$ cat src/hw/vrad_pkg.sv
// Package of constants for the vector remap and abort decoder
package vrad_pkg;
	// ----------------------------------------
	// Mapping modes
	// ----------------------------------------
	typedef enum logic [1:0] {
		MODE_BOOT,
		MODE_USER_FLASH,
		MODE_USER_RAM
	} vrad_mode_e;

	// ----------------------------------------
	// Vector area and overlay window
	// ----------------------------------------
	localparam logic [31:0] VEC_BASE = 32'h0000_0000;
	localparam logic [31:0] VEC_LAST = 32'h0000_001C;
	localparam logic [31:0] VEC_RESET = 32'h0000_0000;
	localparam logic [31:0] VEC_UNDEF = 32'h0000_0004;
	localparam logic [31:0] VEC_SWI = 32'h0000_0008;
	localparam logic [31:0] VEC_PABORT = 32'h0000_000C;
	localparam logic [31:0] VEC_DABORT = 32'h0000_0010;
	localparam logic [31:0] VEC_KEY = 32'h0000_0014;
	localparam logic [31:0] VEC_IRQ = 32'h0000_0018;
	localparam logic [31:0] VEC_FIQ = 32'h0000_001C;
	localparam int OVL_BITS = 6;
	localparam logic [31:0] OVL_LAST = 32'h0000_003F;

	// ----------------------------------------
	// Memory regions
	// ----------------------------------------
	localparam logic [31:0] FLASH_LIMIT = 32'h3FFF_FFFF;
	localparam logic [31:0] SRAM_BASE = 32'h4000_0000;
	localparam logic [31:0] SRAM_LIMIT = 32'h7FFF_CFFF;
	localparam logic [31:0] BOOT_BASE = 32'h7FFF_D000;
	localparam logic [31:0] RSV_BASE = 32'h8000_0000;
	localparam logic [31:0] RSV_LAST = 32'hDFFF_FFFF;
	localparam logic [31:0] PBUS_BASE = 32'hE000_0000;
	localparam logic [31:0] PBUS_LAST = 32'hE01F_FFFF;
	localparam logic [31:0] AHB_BASE = 32'hFFE0_0000;
	localparam int SLOT_BITS = 14;
	localparam int SLOT_IDX_W = 7;
	localparam logic [127:0] PBUS_SLOT_MAP = 128'h8000_0000_0000_0000_0000_0000_0F80_2FBF;
	localparam logic [127:0] AHB_SLOT_MAP = 128'h8000_0000_0000_0000_0000_0000_0000_0000;
endpackage : vrad_pkg

$ cat src/hw/vrad_decoder.sv
// Vector remap and abort decoder: registered address translation and abort flags
`timescale 1ns/1ps
`default_nettype none
module vrad_decoder #(
	parameter int FLASH_KB = 512, // On-chip flash size
	parameter int SRAM_KB = 32 // On-chip SRAM size
) (
	input wire logic sys_clk, // System clock
	input wire logic rst_n, // Async reset, active low
	input wire logic reqValid, // Core access request
	input wire logic [31:0] reqAddr, // Core address
	input wire logic reqFetch, // 1 = instruction fetch
	input wire logic reqWrite, // 1 = data write
	input wire logic modeWrite, // Strobe to load mapping mode
	input wire logic [1:0] modeData, // New mapping mode
	output logic rspValid, // Translated access valid
	output logic [31:0] rspAddr, // Physical address to memories
	output logic rspWrite, // Write enable to memories
	output logic rspDataAbort, // Data abort to core
	output logic rspPrefetchAbort, // Abort tag carried with fetch
	output logic [1:0] mapMode // Current mapping mode
);
	// ----------------------------------------
	// Elaboration checks
	// ----------------------------------------
	if (!(FLASH_KB == 32 || FLASH_KB == 64 || FLASH_KB == 128 || FLASH_KB == 256 || FLASH_KB == 512))
		$error("vrad_decoder: unsupported flash size");
	if (!(SRAM_KB == 8 || SRAM_KB == 16 || SRAM_KB == 32))
		$error("vrad_decoder: unsupported SRAM size");

	localparam logic [31:0] FLASH_END = 32'(FLASH_KB * 1024);
	localparam logic [31:0] SRAM_END = vrad_pkg::SRAM_BASE + 32'(SRAM_KB * 1024);

	// ----------------------------------------
	// State
	// ----------------------------------------
	typedef struct packed {
		vrad_pkg::vrad_mode_e mode;
		logic valid;
		logic [31:0] addr;
		logic write;
		logic dAbort;
		logic pAbort;
	} vrad_state_s;

	vrad_state_s st_r;
	vrad_state_s st_nxt;
	logic pbusPresent;
	logic ahbPresent;

	// Slot lookups; only the slot index is decoded, offsets alias inside a slot
	vrad_slot_check #(.SLOT_MAP(vrad_pkg::PBUS_SLOT_MAP)) uPbus (
		.addr(reqAddr),
		.present(pbusPresent)
	);
	vrad_slot_check #(.SLOT_MAP(vrad_pkg::AHB_SLOT_MAP)) uAhb (
		.addr(reqAddr),
		.present(ahbPresent)
	);

	// ----------------------------------------
	// Decode
	// ----------------------------------------
	logic inOverlay;
	logic inFlashHole;
	logic inSramHole;
	logic inReserved;
	logic inPbus;
	logic inAhb;
	logic inGap;
	logic emptySlot;
	logic isAbort;

	// Region classification of the incoming address
	always_comb begin
		inOverlay = (reqAddr <= vrad_pkg::OVL_LAST);
		inFlashHole = (reqAddr >= FLASH_END) && (reqAddr <= vrad_pkg::FLASH_LIMIT);
		inSramHole = (reqAddr >= SRAM_END) && (reqAddr <= vrad_pkg::SRAM_LIMIT);
		inReserved = (reqAddr >= vrad_pkg::RSV_BASE) && (reqAddr <= vrad_pkg::RSV_LAST);
		inPbus = (reqAddr >= vrad_pkg::PBUS_BASE) && (reqAddr <= vrad_pkg::PBUS_LAST);
		inAhb = (reqAddr >= vrad_pkg::AHB_BASE);
		inGap = (reqAddr > vrad_pkg::PBUS_LAST) && (reqAddr < vrad_pkg::AHB_BASE);
		// Present slots never abort data, whatever offset is used
		emptySlot = (inPbus && !pbusPresent) || (inAhb && !ahbPresent);
		isAbort = inFlashHole || inSramHole || inReserved || inGap || emptySlot;
	end

	// Next-state: mode register and one registered access stage
	always_comb begin
		st_nxt = st_r;
		if (modeWrite) begin
			case (modeData)
				2'h1: st_nxt.mode = vrad_pkg::MODE_USER_FLASH;
				2'h2: st_nxt.mode = vrad_pkg::MODE_USER_RAM;
				default: st_nxt.mode = vrad_pkg::MODE_BOOT;
			endcase
		end
		st_nxt.valid = reqValid;
		st_nxt.addr = reqAddr;
		st_nxt.write = 1'b0;
		st_nxt.dAbort = 1'b0;
		st_nxt.pAbort = 1'b0;
		if (reqValid) begin
			// Alias only; the home address is left untouched so both stay reachable
			if (inOverlay) begin
				case (st_r.mode)
					vrad_pkg::MODE_BOOT: st_nxt.addr = {vrad_pkg::BOOT_BASE[31:6], reqAddr[5:0]};
					vrad_pkg::MODE_USER_RAM: st_nxt.addr = {vrad_pkg::SRAM_BASE[31:6], reqAddr[5:0]};
					vrad_pkg::MODE_USER_FLASH: st_nxt.addr = reqAddr;
					default: st_nxt.addr = reqAddr;
				endcase
			end
			if (reqFetch) begin
				// Tag only; the core acts on it when the instruction executes
				st_nxt.pAbort = isAbort || inPbus || inAhb;
			end else begin
				st_nxt.dAbort = isAbort;
				st_nxt.write = reqWrite && !isAbort;
			end
		end
	end

	// Register the whole state; reset picks boot loader mapping
	always_ff @(posedge sys_clk or negedge rst_n) begin
		if (!rst_n) begin
			st_r <= '{mode: vrad_pkg::MODE_BOOT, valid: 1'b0, addr: 32'h0000_0000,
				write: 1'b0, dAbort: 1'b0, pAbort: 1'b0};
		end else begin
			st_r <= st_nxt;
		end
	end

	assign rspValid = st_r.valid;
	assign rspAddr = st_r.addr;
	assign rspWrite = st_r.write;
	assign rspDataAbort = st_r.dAbort;
	assign rspPrefetchAbort = st_r.pAbort;
	assign mapMode = st_r.mode;

	// ----------------------------------------
	// Assertions
	// ----------------------------------------
	AST_BOOT_OVERLAY: assert property (@(posedge sys_clk) disable iff (!rst_n)
		reqValid && reqAddr <= 32'h0000_003F && st_r.mode == vrad_pkg::MODE_BOOT && !modeWrite
		|=> rspAddr[31:6] == 26'h1FFFF40 && rspAddr[5:0] == $past(reqAddr[5:0]))
		else $error("boot overlay address wrong");
	AST_FLASH_NO_OVL: assert property (@(posedge sys_clk) disable iff (!rst_n)
		reqValid && st_r.mode == vrad_pkg::MODE_USER_FLASH |=> rspAddr == $past(reqAddr))
		else $error("user flash mode changed address");
	AST_RAM_OVERLAY: assert property (@(posedge sys_clk) disable iff (!rst_n)
		reqValid && reqAddr <= 32'h0000_003F && st_r.mode == vrad_pkg::MODE_USER_RAM
		|=> rspAddr == {26'h1000000, $past(reqAddr[5:0])})
		else $error("RAM overlay address wrong");
	AST_OVL_EDGE: assert property (@(posedge sys_clk) disable iff (!rst_n)
		reqValid && reqAddr == 32'h0000_0040 |=> rspAddr == 32'h0000_0040)
		else $error("address past window remapped");
	AST_RESERVED: assert property (@(posedge sys_clk) disable iff (!rst_n)
		reqValid && reqAddr[31:28] >= 4'h8 && reqAddr[31:28] <= 4'hD
		|=> (rspDataAbort || rspPrefetchAbort) && !rspWrite)
		else $error("reserved region did not abort");
	AST_FETCH_PERIPH: assert property (@(posedge sys_clk) disable iff (!rst_n)
		reqValid && reqFetch && reqAddr[31:21] == 11'h700 |=> rspPrefetchAbort && !rspDataAbort)
		else $error("fetch from peripheral not aborted");
	AST_SLOT_OK: assert property (@(posedge sys_clk) disable iff (!rst_n)
		reqValid && !reqFetch && reqAddr[31:14] == 18'h38003 |=> !rspDataAbort)
		else $error("data abort in present slot");
	AST_FLASH_HOLE: assert property (@(posedge sys_clk) disable iff (!rst_n)
		reqValid && !reqFetch && reqAddr >= FLASH_END && reqAddr[31:30] == 2'h0
		|=> rspDataAbort ##1 !rspDataAbort || $past(reqValid))
		else $error("flash hole not aborted");
	AST_MODE_LOAD: assert property (@(posedge sys_clk) disable iff (!rst_n)
		modeWrite && modeData == 2'h2 |=> mapMode == 2'(vrad_pkg::MODE_USER_RAM))
		else $error("mode write not taken");

	// ----------------------------------------
	// Vector slots, home mappings and abort classes
	// ----------------------------------------
	// Reset vector fetch lands in the boot block, never aborted
	AST_VEC_RESET: assert property (@(posedge sys_clk) disable iff (!rst_n)
		reqValid && reqFetch && reqAddr == vrad_pkg::VEC_RESET && st_r.mode == vrad_pkg::MODE_BOOT
		|=> rspAddr == (vrad_pkg::BOOT_BASE | vrad_pkg::VEC_RESET) && !rspPrefetchAbort)
		else $error("reset vector not in boot block");
	// Interrupt slot keeps its word offset inside the boot overlay
	AST_VEC_IRQ: assert property (@(posedge sys_clk) disable iff (!rst_n)
		reqValid && reqAddr == vrad_pkg::VEC_IRQ && st_r.mode == vrad_pkg::MODE_BOOT
		|=> rspAddr == (vrad_pkg::BOOT_BASE | vrad_pkg::VEC_IRQ))
		else $error("interrupt vector slot misplaced");
	// Last vector slot keeps its offset inside the RAM overlay
	AST_VEC_FIQ: assert property (@(posedge sys_clk) disable iff (!rst_n)
		reqValid && reqAddr == vrad_pkg::VEC_FIQ && st_r.mode == vrad_pkg::MODE_USER_RAM
		|=> rspAddr == (vrad_pkg::SRAM_BASE | vrad_pkg::VEC_FIQ))
		else $error("fast interrupt vector slot misplaced");
	// Key word reads the bottom of flash once user flash is mapped
	AST_VEC_KEY_FLASH: assert property (@(posedge sys_clk) disable iff (!rst_n)
		reqValid && reqAddr == vrad_pkg::VEC_KEY && st_r.mode == vrad_pkg::MODE_USER_FLASH
		|=> rspAddr == vrad_pkg::VEC_KEY)
		else $error("key word redirected in user flash mode");
	// Flash above the window is never redirected, in any mode
	AST_NO_OVL_ABOVE: assert property (@(posedge sys_clk) disable iff (!rst_n)
		reqValid && reqAddr > vrad_pkg::OVL_LAST && reqAddr < FLASH_END
		|=> rspAddr == $past(reqAddr) && !rspDataAbort && !rspPrefetchAbort)
		else $error("flash above window disturbed");
	// Boot block stays reachable at its own fixed address
	AST_BOOT_HOME: assert property (@(posedge sys_clk) disable iff (!rst_n)
		reqValid && reqAddr[31:12] == vrad_pkg::BOOT_BASE[31:12]
		|=> rspAddr == $past(reqAddr) && !rspDataAbort && !rspPrefetchAbort)
		else $error("boot block not at home address");
	// SRAM stays reachable at its own address while overlaid
	AST_SRAM_HOME: assert property (@(posedge sys_clk) disable iff (!rst_n)
		reqValid && reqAddr >= vrad_pkg::SRAM_BASE && reqAddr < SRAM_END
		|=> rspAddr == $past(reqAddr) && !rspDataAbort && !rspPrefetchAbort)
		else $error("SRAM not at home address");
	// Space above the fitted SRAM aborts and never writes
	AST_SRAM_HOLE: assert property (@(posedge sys_clk) disable iff (!rst_n)
		reqValid && reqAddr >= SRAM_END && reqAddr <= vrad_pkg::SRAM_LIMIT
		|=> (rspDataAbort || rspPrefetchAbort) && !rspWrite)
		else $error("SRAM hole not aborted");
	// Fetch beyond the fitted flash is tagged, not data aborted
	AST_FLASH_HOLE_F: assert property (@(posedge sys_clk) disable iff (!rst_n)
		reqValid && reqFetch && reqAddr >= FLASH_END && reqAddr <= vrad_pkg::FLASH_LIMIT
		|=> rspPrefetchAbort && !rspDataAbort)
		else $error("flash hole fetch not tagged");
	// An aborted access must never reach a memory as a write
	AST_ABORT_NO_WRITE: assert property (@(posedge sys_clk) disable iff (!rst_n)
		rspDataAbort |-> !rspWrite)
		else $error("write leaked past abort");
	// One access carries at most one kind of abort
	AST_ONE_KIND: assert property (@(posedge sys_clk) disable iff (!rst_n)
		!(rspDataAbort && rspPrefetchAbort))
		else $error("both abort kinds raised");
	// Fetches never write and never raise a data abort
	AST_FETCH_NO_WRITE: assert property (@(posedge sys_clk) disable iff (!rst_n)
		reqValid && reqFetch
		|=> !rspWrite && !rspDataAbort)
		else $error("fetch wrote or data aborted");
	// No request, no response of any kind
	AST_IDLE_QUIET: assert property (@(posedge sys_clk) disable iff (!rst_n)
		!reqValid
		|=> !rspValid && !rspWrite && !rspDataAbort && !rspPrefetchAbort)
		else $error("response without request");
	// Every request completes in the following cycle
	AST_RSP_VALID: assert property (@(posedge sys_clk) disable iff (!rst_n)
		reqValid
		|=> rspValid)
		else $error("request not completed");
	// A write to fitted flash is passed on
	AST_WRITE_PASS: assert property (@(posedge sys_clk) disable iff (!rst_n)
		reqValid && !reqFetch && reqWrite && reqAddr < FLASH_END
		|=> rspWrite && !rspDataAbort)
		else $error("legal write dropped");
	// Hole between the peripheral bus and the fast bus aborts
	AST_GAP: assert property (@(posedge sys_clk) disable iff (!rst_n)
		reqValid && reqAddr > vrad_pkg::PBUS_LAST && reqAddr < vrad_pkg::AHB_BASE
		|=> (rspDataAbort || rspPrefetchAbort) && !rspWrite)
		else $error("bus gap not aborted");
	// Empty peripheral bus slot aborts a data access
	AST_EMPTY_PBUS: assert property (@(posedge sys_clk) disable iff (!rst_n)
		reqValid && !reqFetch && reqAddr[31:14] == 18'h38006
		|=> rspDataAbort && !rspWrite)
		else $error("empty peripheral slot not aborted");
	// Empty fast bus slot aborts a data access
	AST_EMPTY_AHB: assert property (@(posedge sys_clk) disable iff (!rst_n)
		reqValid && !reqFetch && reqAddr[31:14] == 18'h3FF80
		|=> rspDataAbort && !rspWrite)
		else $error("empty fast bus slot not aborted");
	// Fetch from fast bus space is tagged even in a present slot
	AST_AHB_FETCH: assert property (@(posedge sys_clk) disable iff (!rst_n)
		reqValid && reqFetch && reqAddr >= vrad_pkg::AHB_BASE
		|=> rspPrefetchAbort && !rspDataAbort)
		else $error("fast bus fetch not tagged");
	// Any offset inside a present slot is served, aliasing allowed
	AST_SLOT_ALIAS: assert property (@(posedge sys_clk) disable iff (!rst_n)
		reqValid && !reqFetch && reqAddr[31:14] == 18'h3807F
		|=> !rspDataAbort && rspAddr == $past(reqAddr))
		else $error("present slot offset refused");
	// Mode only moves on a strobe
	AST_MODE_HOLD: assert property (@(posedge sys_clk) disable iff (!rst_n)
		!modeWrite
		|=> $stable(mapMode))
		else $error("mode changed without strobe");
	// User flash code is taken as written
	AST_MODE_FLASH: assert property (@(posedge sys_clk) disable iff (!rst_n)
		modeWrite && modeData == 2'h1
		|=> mapMode == 2'(vrad_pkg::MODE_USER_FLASH))
		else $error("user flash mode not taken");
	// Spare code falls back to boot mapping, the safe choice
	AST_MODE_THREE: assert property (@(posedge sys_clk) disable iff (!rst_n)
		modeWrite && modeData == 2'h3
		|=> mapMode == 2'(vrad_pkg::MODE_BOOT))
		else $error("spare mode code not boot");
endmodule : vrad_decoder
`default_nettype wire

$ cat src/hw/vrad_slot_check.sv
// Peripheral slot presence lookup
`timescale 1ns/1ps
`default_nettype none
module vrad_slot_check #(
	parameter logic [127:0] SLOT_MAP = 128'h0
) (
	input wire logic [31:0] addr, // Access address
	output logic present // Slot holds a peripheral
);
	// Slot index is address bits 20..14; the rest of the slot is not decoded
	assign present = SLOT_MAP[addr[vrad_pkg::SLOT_BITS +: vrad_pkg::SLOT_IDX_W]];
endmodule : vrad_slot_check
`default_nettype wire

$ cat config.mk
export PLATFORM = sky130hd
export DESIGN_NAME = vrad_decoder
export DESIGN_NICKNAME = d
export VERILOG_FILES = /design/src/hw/vrad_pkg.sv /design/src/hw/vrad_decoder.sv /design/src/hw/vrad_slot_check.sv
export SDC_FILE = /design/constraint.sdc
export NUM_CORES = 1
export LEC_CHECK = 0
export BUFFER_PORTS_ARGS = -buffer_cell sky130_fd_sc_hd__buf_4
export CAP_MARGIN = 20
export CORE_MARGIN = 10
export CORE_UTILIZATION = 39
export DETAILED_ROUTE_END_ITERATION = 12
export PLACE_DENSITY = 0.74
export SLEW_MARGIN = 10
export SYNTH_ARGS = -nofsm -noshare
export SYNTH_HDL_FRONTEND = slang
export SYNTH_HIERARCHICAL = 1
export SYNTH_SLANG_ARGS = --single-unit
$ cat constraint.sdc
create_clock -name sys_clk -period 1.4 [get_ports sys_clk]
set_clock_uncertainty 0.05 [all_clocks]
set_input_delay 0.28 -clock sys_clk [delete_from_list [all_inputs] [get_ports sys_clk]]
set_output_delay 0.28 -clock sys_clk [all_outputs]
set_load 0.01 [all_outputs]
==> impl_metrics.tcl <==
set metrics [dict create \
    avgSynthCellArea_sq_um 12.0 \
    max_stage_delay_ns 0.31 \
    stdcell_count 257 \
    clock.fmax_mhz 686 \
    r2r_cells 5 \
    maxCapViolations 0 \
    reg2reg_slack_ns 0.02 \
    min_to "rspAddr[4]" \
    p_switching_uw 541 \
    syn_to_final_growth_pct 62.6 \
    ys_async_sr_fraction_pct 100 \
    p_int_uw 1700 \
    cp-end-kind "flop" \
    violations "setup timing" \
    drc 0 \
    vdd_drop_max_uv 491 \
    num-nets-final 251 \
    via_per_inst 4.89 \
    rows 21 \
    holdCritStartpoint "reqAddr[4]" \
    cts_tree "built" \
    htree_levels 2 \
    start_util_pct 41.6 \
    synth_seq_cells 38 \
    relSlewSlack_pct 69.4 \
    wl_um 4250 \
    ant_nets 0 \
    finalCritPeriodShare_pct 104 \
    dieArea_sq_um 6500 \
    path_clk_slew_ns 0.07 \
    syn_inst 119 \
    min_path_cells 1 \
    synth_common_cells "38 x dfrtp_1, 14 x or2_2, 8 x clkbuf_1" \
    die_w_um 80.6 \
    holdWs_ns 0.0487 \
    crit_required_ns 1.57 \
    share_seq_of_total_power_pct 52.5 \
    clock-sinks 38 \
    crit_path_start_kind "primary input" \
    insertion_delay_ns 0.29 \
    fin_crit_ns 1.46 \
    worstMarginPinSlew_ns 0.459 \
    antenna_found_initial 0 \
    portBuffers 77 \
    synth.distinct_cells 33 \
    power_density_nw_per_um2 960 \
    slowest_stage "a222oi_1" \
    cts-root-buf "clkbuf_8" \
    firstDrtPassIters 4 \
    sw_frac_of_total_pct 24.2 \
    synth_fp_nets 159 \
    pre_cts_ws_ns -0.317 \
    synth-edff-count 0 \
    synth_top_area_cell "dfrtp_1" \
    wl_per_cell_um 16.5 \
    yosysTopAreaCellShare_pct 66.4 \
    clk_path_buf_depth 2 \
    rsz0062_at_grt "yes" \
    overflow 0 \
    worst_slack_ns -0.0584 \
    regToRegStartpoint "mapMode[0]" \
    p_total_uw 2240 \
    cp_cell_sequence "buf_6 -> nand2b_4 -> a21o_1 -> a222oi_1 -> and3_1 -> nand3_2 -> o311ai_4 -> and4_1" \
    dp.cells 247 \
    synth-main-ff-cell "dfrtp_1" \
    crit_path_max_fanout 3 \
    p_comb_share_pct 16.7 \
    p_clk_share_pct 30.8 \
    yosysSeqAreaShare_pct 66.4 \
    yosys-top-cells-area "dfrtp_1 66%, or2_2 6.1%, nand4_1 2.2%" \
    io_pins 78 \
    outcome "finished, violations left" \
    initialDrtViolationCount 94 \
    grt.total_usage_pct 13.2 \
    grt_pass1_vias 1311 \
    netlist_area_sq_um 1430 \
    place_congestion 0.883 \
    worst_r2r_endpoint "rspAddr[18]" \
    grt_max_degree 39 \
    crit_type "primary input to flop" \
    cts_inserted_buffers 5 \
    p_leak_uw 0.00113 \
    path_buf_inv 1 \
    setup-violations-final 5 \
    drive_gt1_share_pct 58.8 \
    hold_viol_final 0 \
    tns_ns -0.135 \
    core_area_sq_um 3440 \
    grt_pass1_wl_um 6600 \
    synth_most_common_cell "dfrtp_1" \
    maxSlewViolCount 0 \
    yosysWarnings 6 \
    cpLargestDelayFamily "simple AND/OR/NAND/NOR gates" \
    hp-class "primary input to flop" \
    worstPathArrival_ns 1.63 \
    n_antenna_cell 0 \
    vias 1258 \
    die_h_um 80.6 \
    dp_hpwl_um 3420 \
]
==> flip-flops by register name, summed over array words and instances, names as in the netlist <==
name / count
rspAddr: 32
mapMode: 2
rspDataAbort: 1
rspPrefetchAbort: 1
rspValid: 1
rspWrite: 1
==> worst reg2reg max path, cell delays in order, from the launching register on <==
cell and delay, ns:
dfrtp_1 0.39, nor4b_2 0.22, nand4_1 0.19, nor3_4 0.19, buf_12 0.15, or2_1 0.12
==> worst max-delay path by stage <==
stage | from | to | slack, ns | cells past startpoint
4_1_cts | mapMode[0] | rspAddr[18] | 0.009 | 5
5_1_grt | reqAddr[16] | rspWrite | -0.1 | 8
6_report | reqAddr[16] | rspWrite | -0.06 | 8
3_3_place_gp | reqAddr[25] | rspAddr[23] | -0.25 | 6
3_5_place_dp | reqAddr[25] | rspAddr[18] | -0.32 | 6
2_1_floorplan | reqAddr[16] | rspWrite | -0.03 | 7
==> stage by stage <==
step	utilization (%)	area (sq um)
5_1_grt	67.7	2330
4_1_cts	66.6	2290
3_5_place_dp	63.5	2190
3_3_place_gp	63.5	2190
2_1_floorplan	-	1470
6_report	67.7	2330
==> timing repair <==
action,CTS,global route
pin swaps,2,9
setup buffers,1,1
resized for setup,1,5
hold endpoints to repair,38,0
endpoints found under the setup margin,17,20
hold buffers,1,0
==> area by class of cell <==
| class | instances | area (sq um) |
|---|---|---|
| fillers | 263 | 1110 |
| inverters | 5 | 18.8 |
| flip-flops and latches | 38 | 951 |
| multi-input cells | 67 | 499 |
| well taps | 46 | 57.6 |
| clock inverters | 2 | 10.0 |
| repair buffers | 94 | 724 |
| clock buffers | 5 | 68.8 |
==> power by group through the flow <==
stage	sequential [uW]	combinational (uW)	clock, uW
floorplan	1220	68.8	0
global placement	1190	358	0
detailed placement	1190	369	0
CTS	1170	375	714
global route	1180	409	765
finish	1170	374	689
==> cell usage in the layout, fill, tap and decap left out, types with 2 or more instances in the layout <==
| master | n |
|---|---|
| nor3_1 | 2 |
| dfrtp_1 | 38 |
| or2_1 | 4 |
| nand3b_1 | 2 |
| nor4_1 | 2 |
| clkinv_2 | 2 |
| nor4_4 | 2 |
| o211ai_1 | 2 |
| nand3_1 | 3 |
| nand4_1 | 5 |
| o21ai_0 | 2 |
| nand2_1 | 5 |
| buf_4 | 91 |
| nor2_1 | 3 |
| clkbuf_8 | 5 |
| and3_1 | 2 |
| inv_1 | 5 |
| or2_2 | 14 |
==> metal layers <==
| metal | wire length, um | global-route usage, % |
|---|---|---|
| met5 | 0 | 0 |
| met4 | 67 | 5.81 |
| met1 | 1610 | 14.5 |
| met2 | 2120 | 21.2 |
| met3 | 446 | 6.46 |
==> logic make-up (layout without fill, tap and decap cells) <==
family          count (synthesis)  after routing  synth area share [%]
compound gates                 12             12                  6.29
buf+inv                        14            106                  4.19
flops                          38             38                  66.4
simple gates                   55             55                  23.1
No activity file was read; power rests on OpenSTA's default activity.
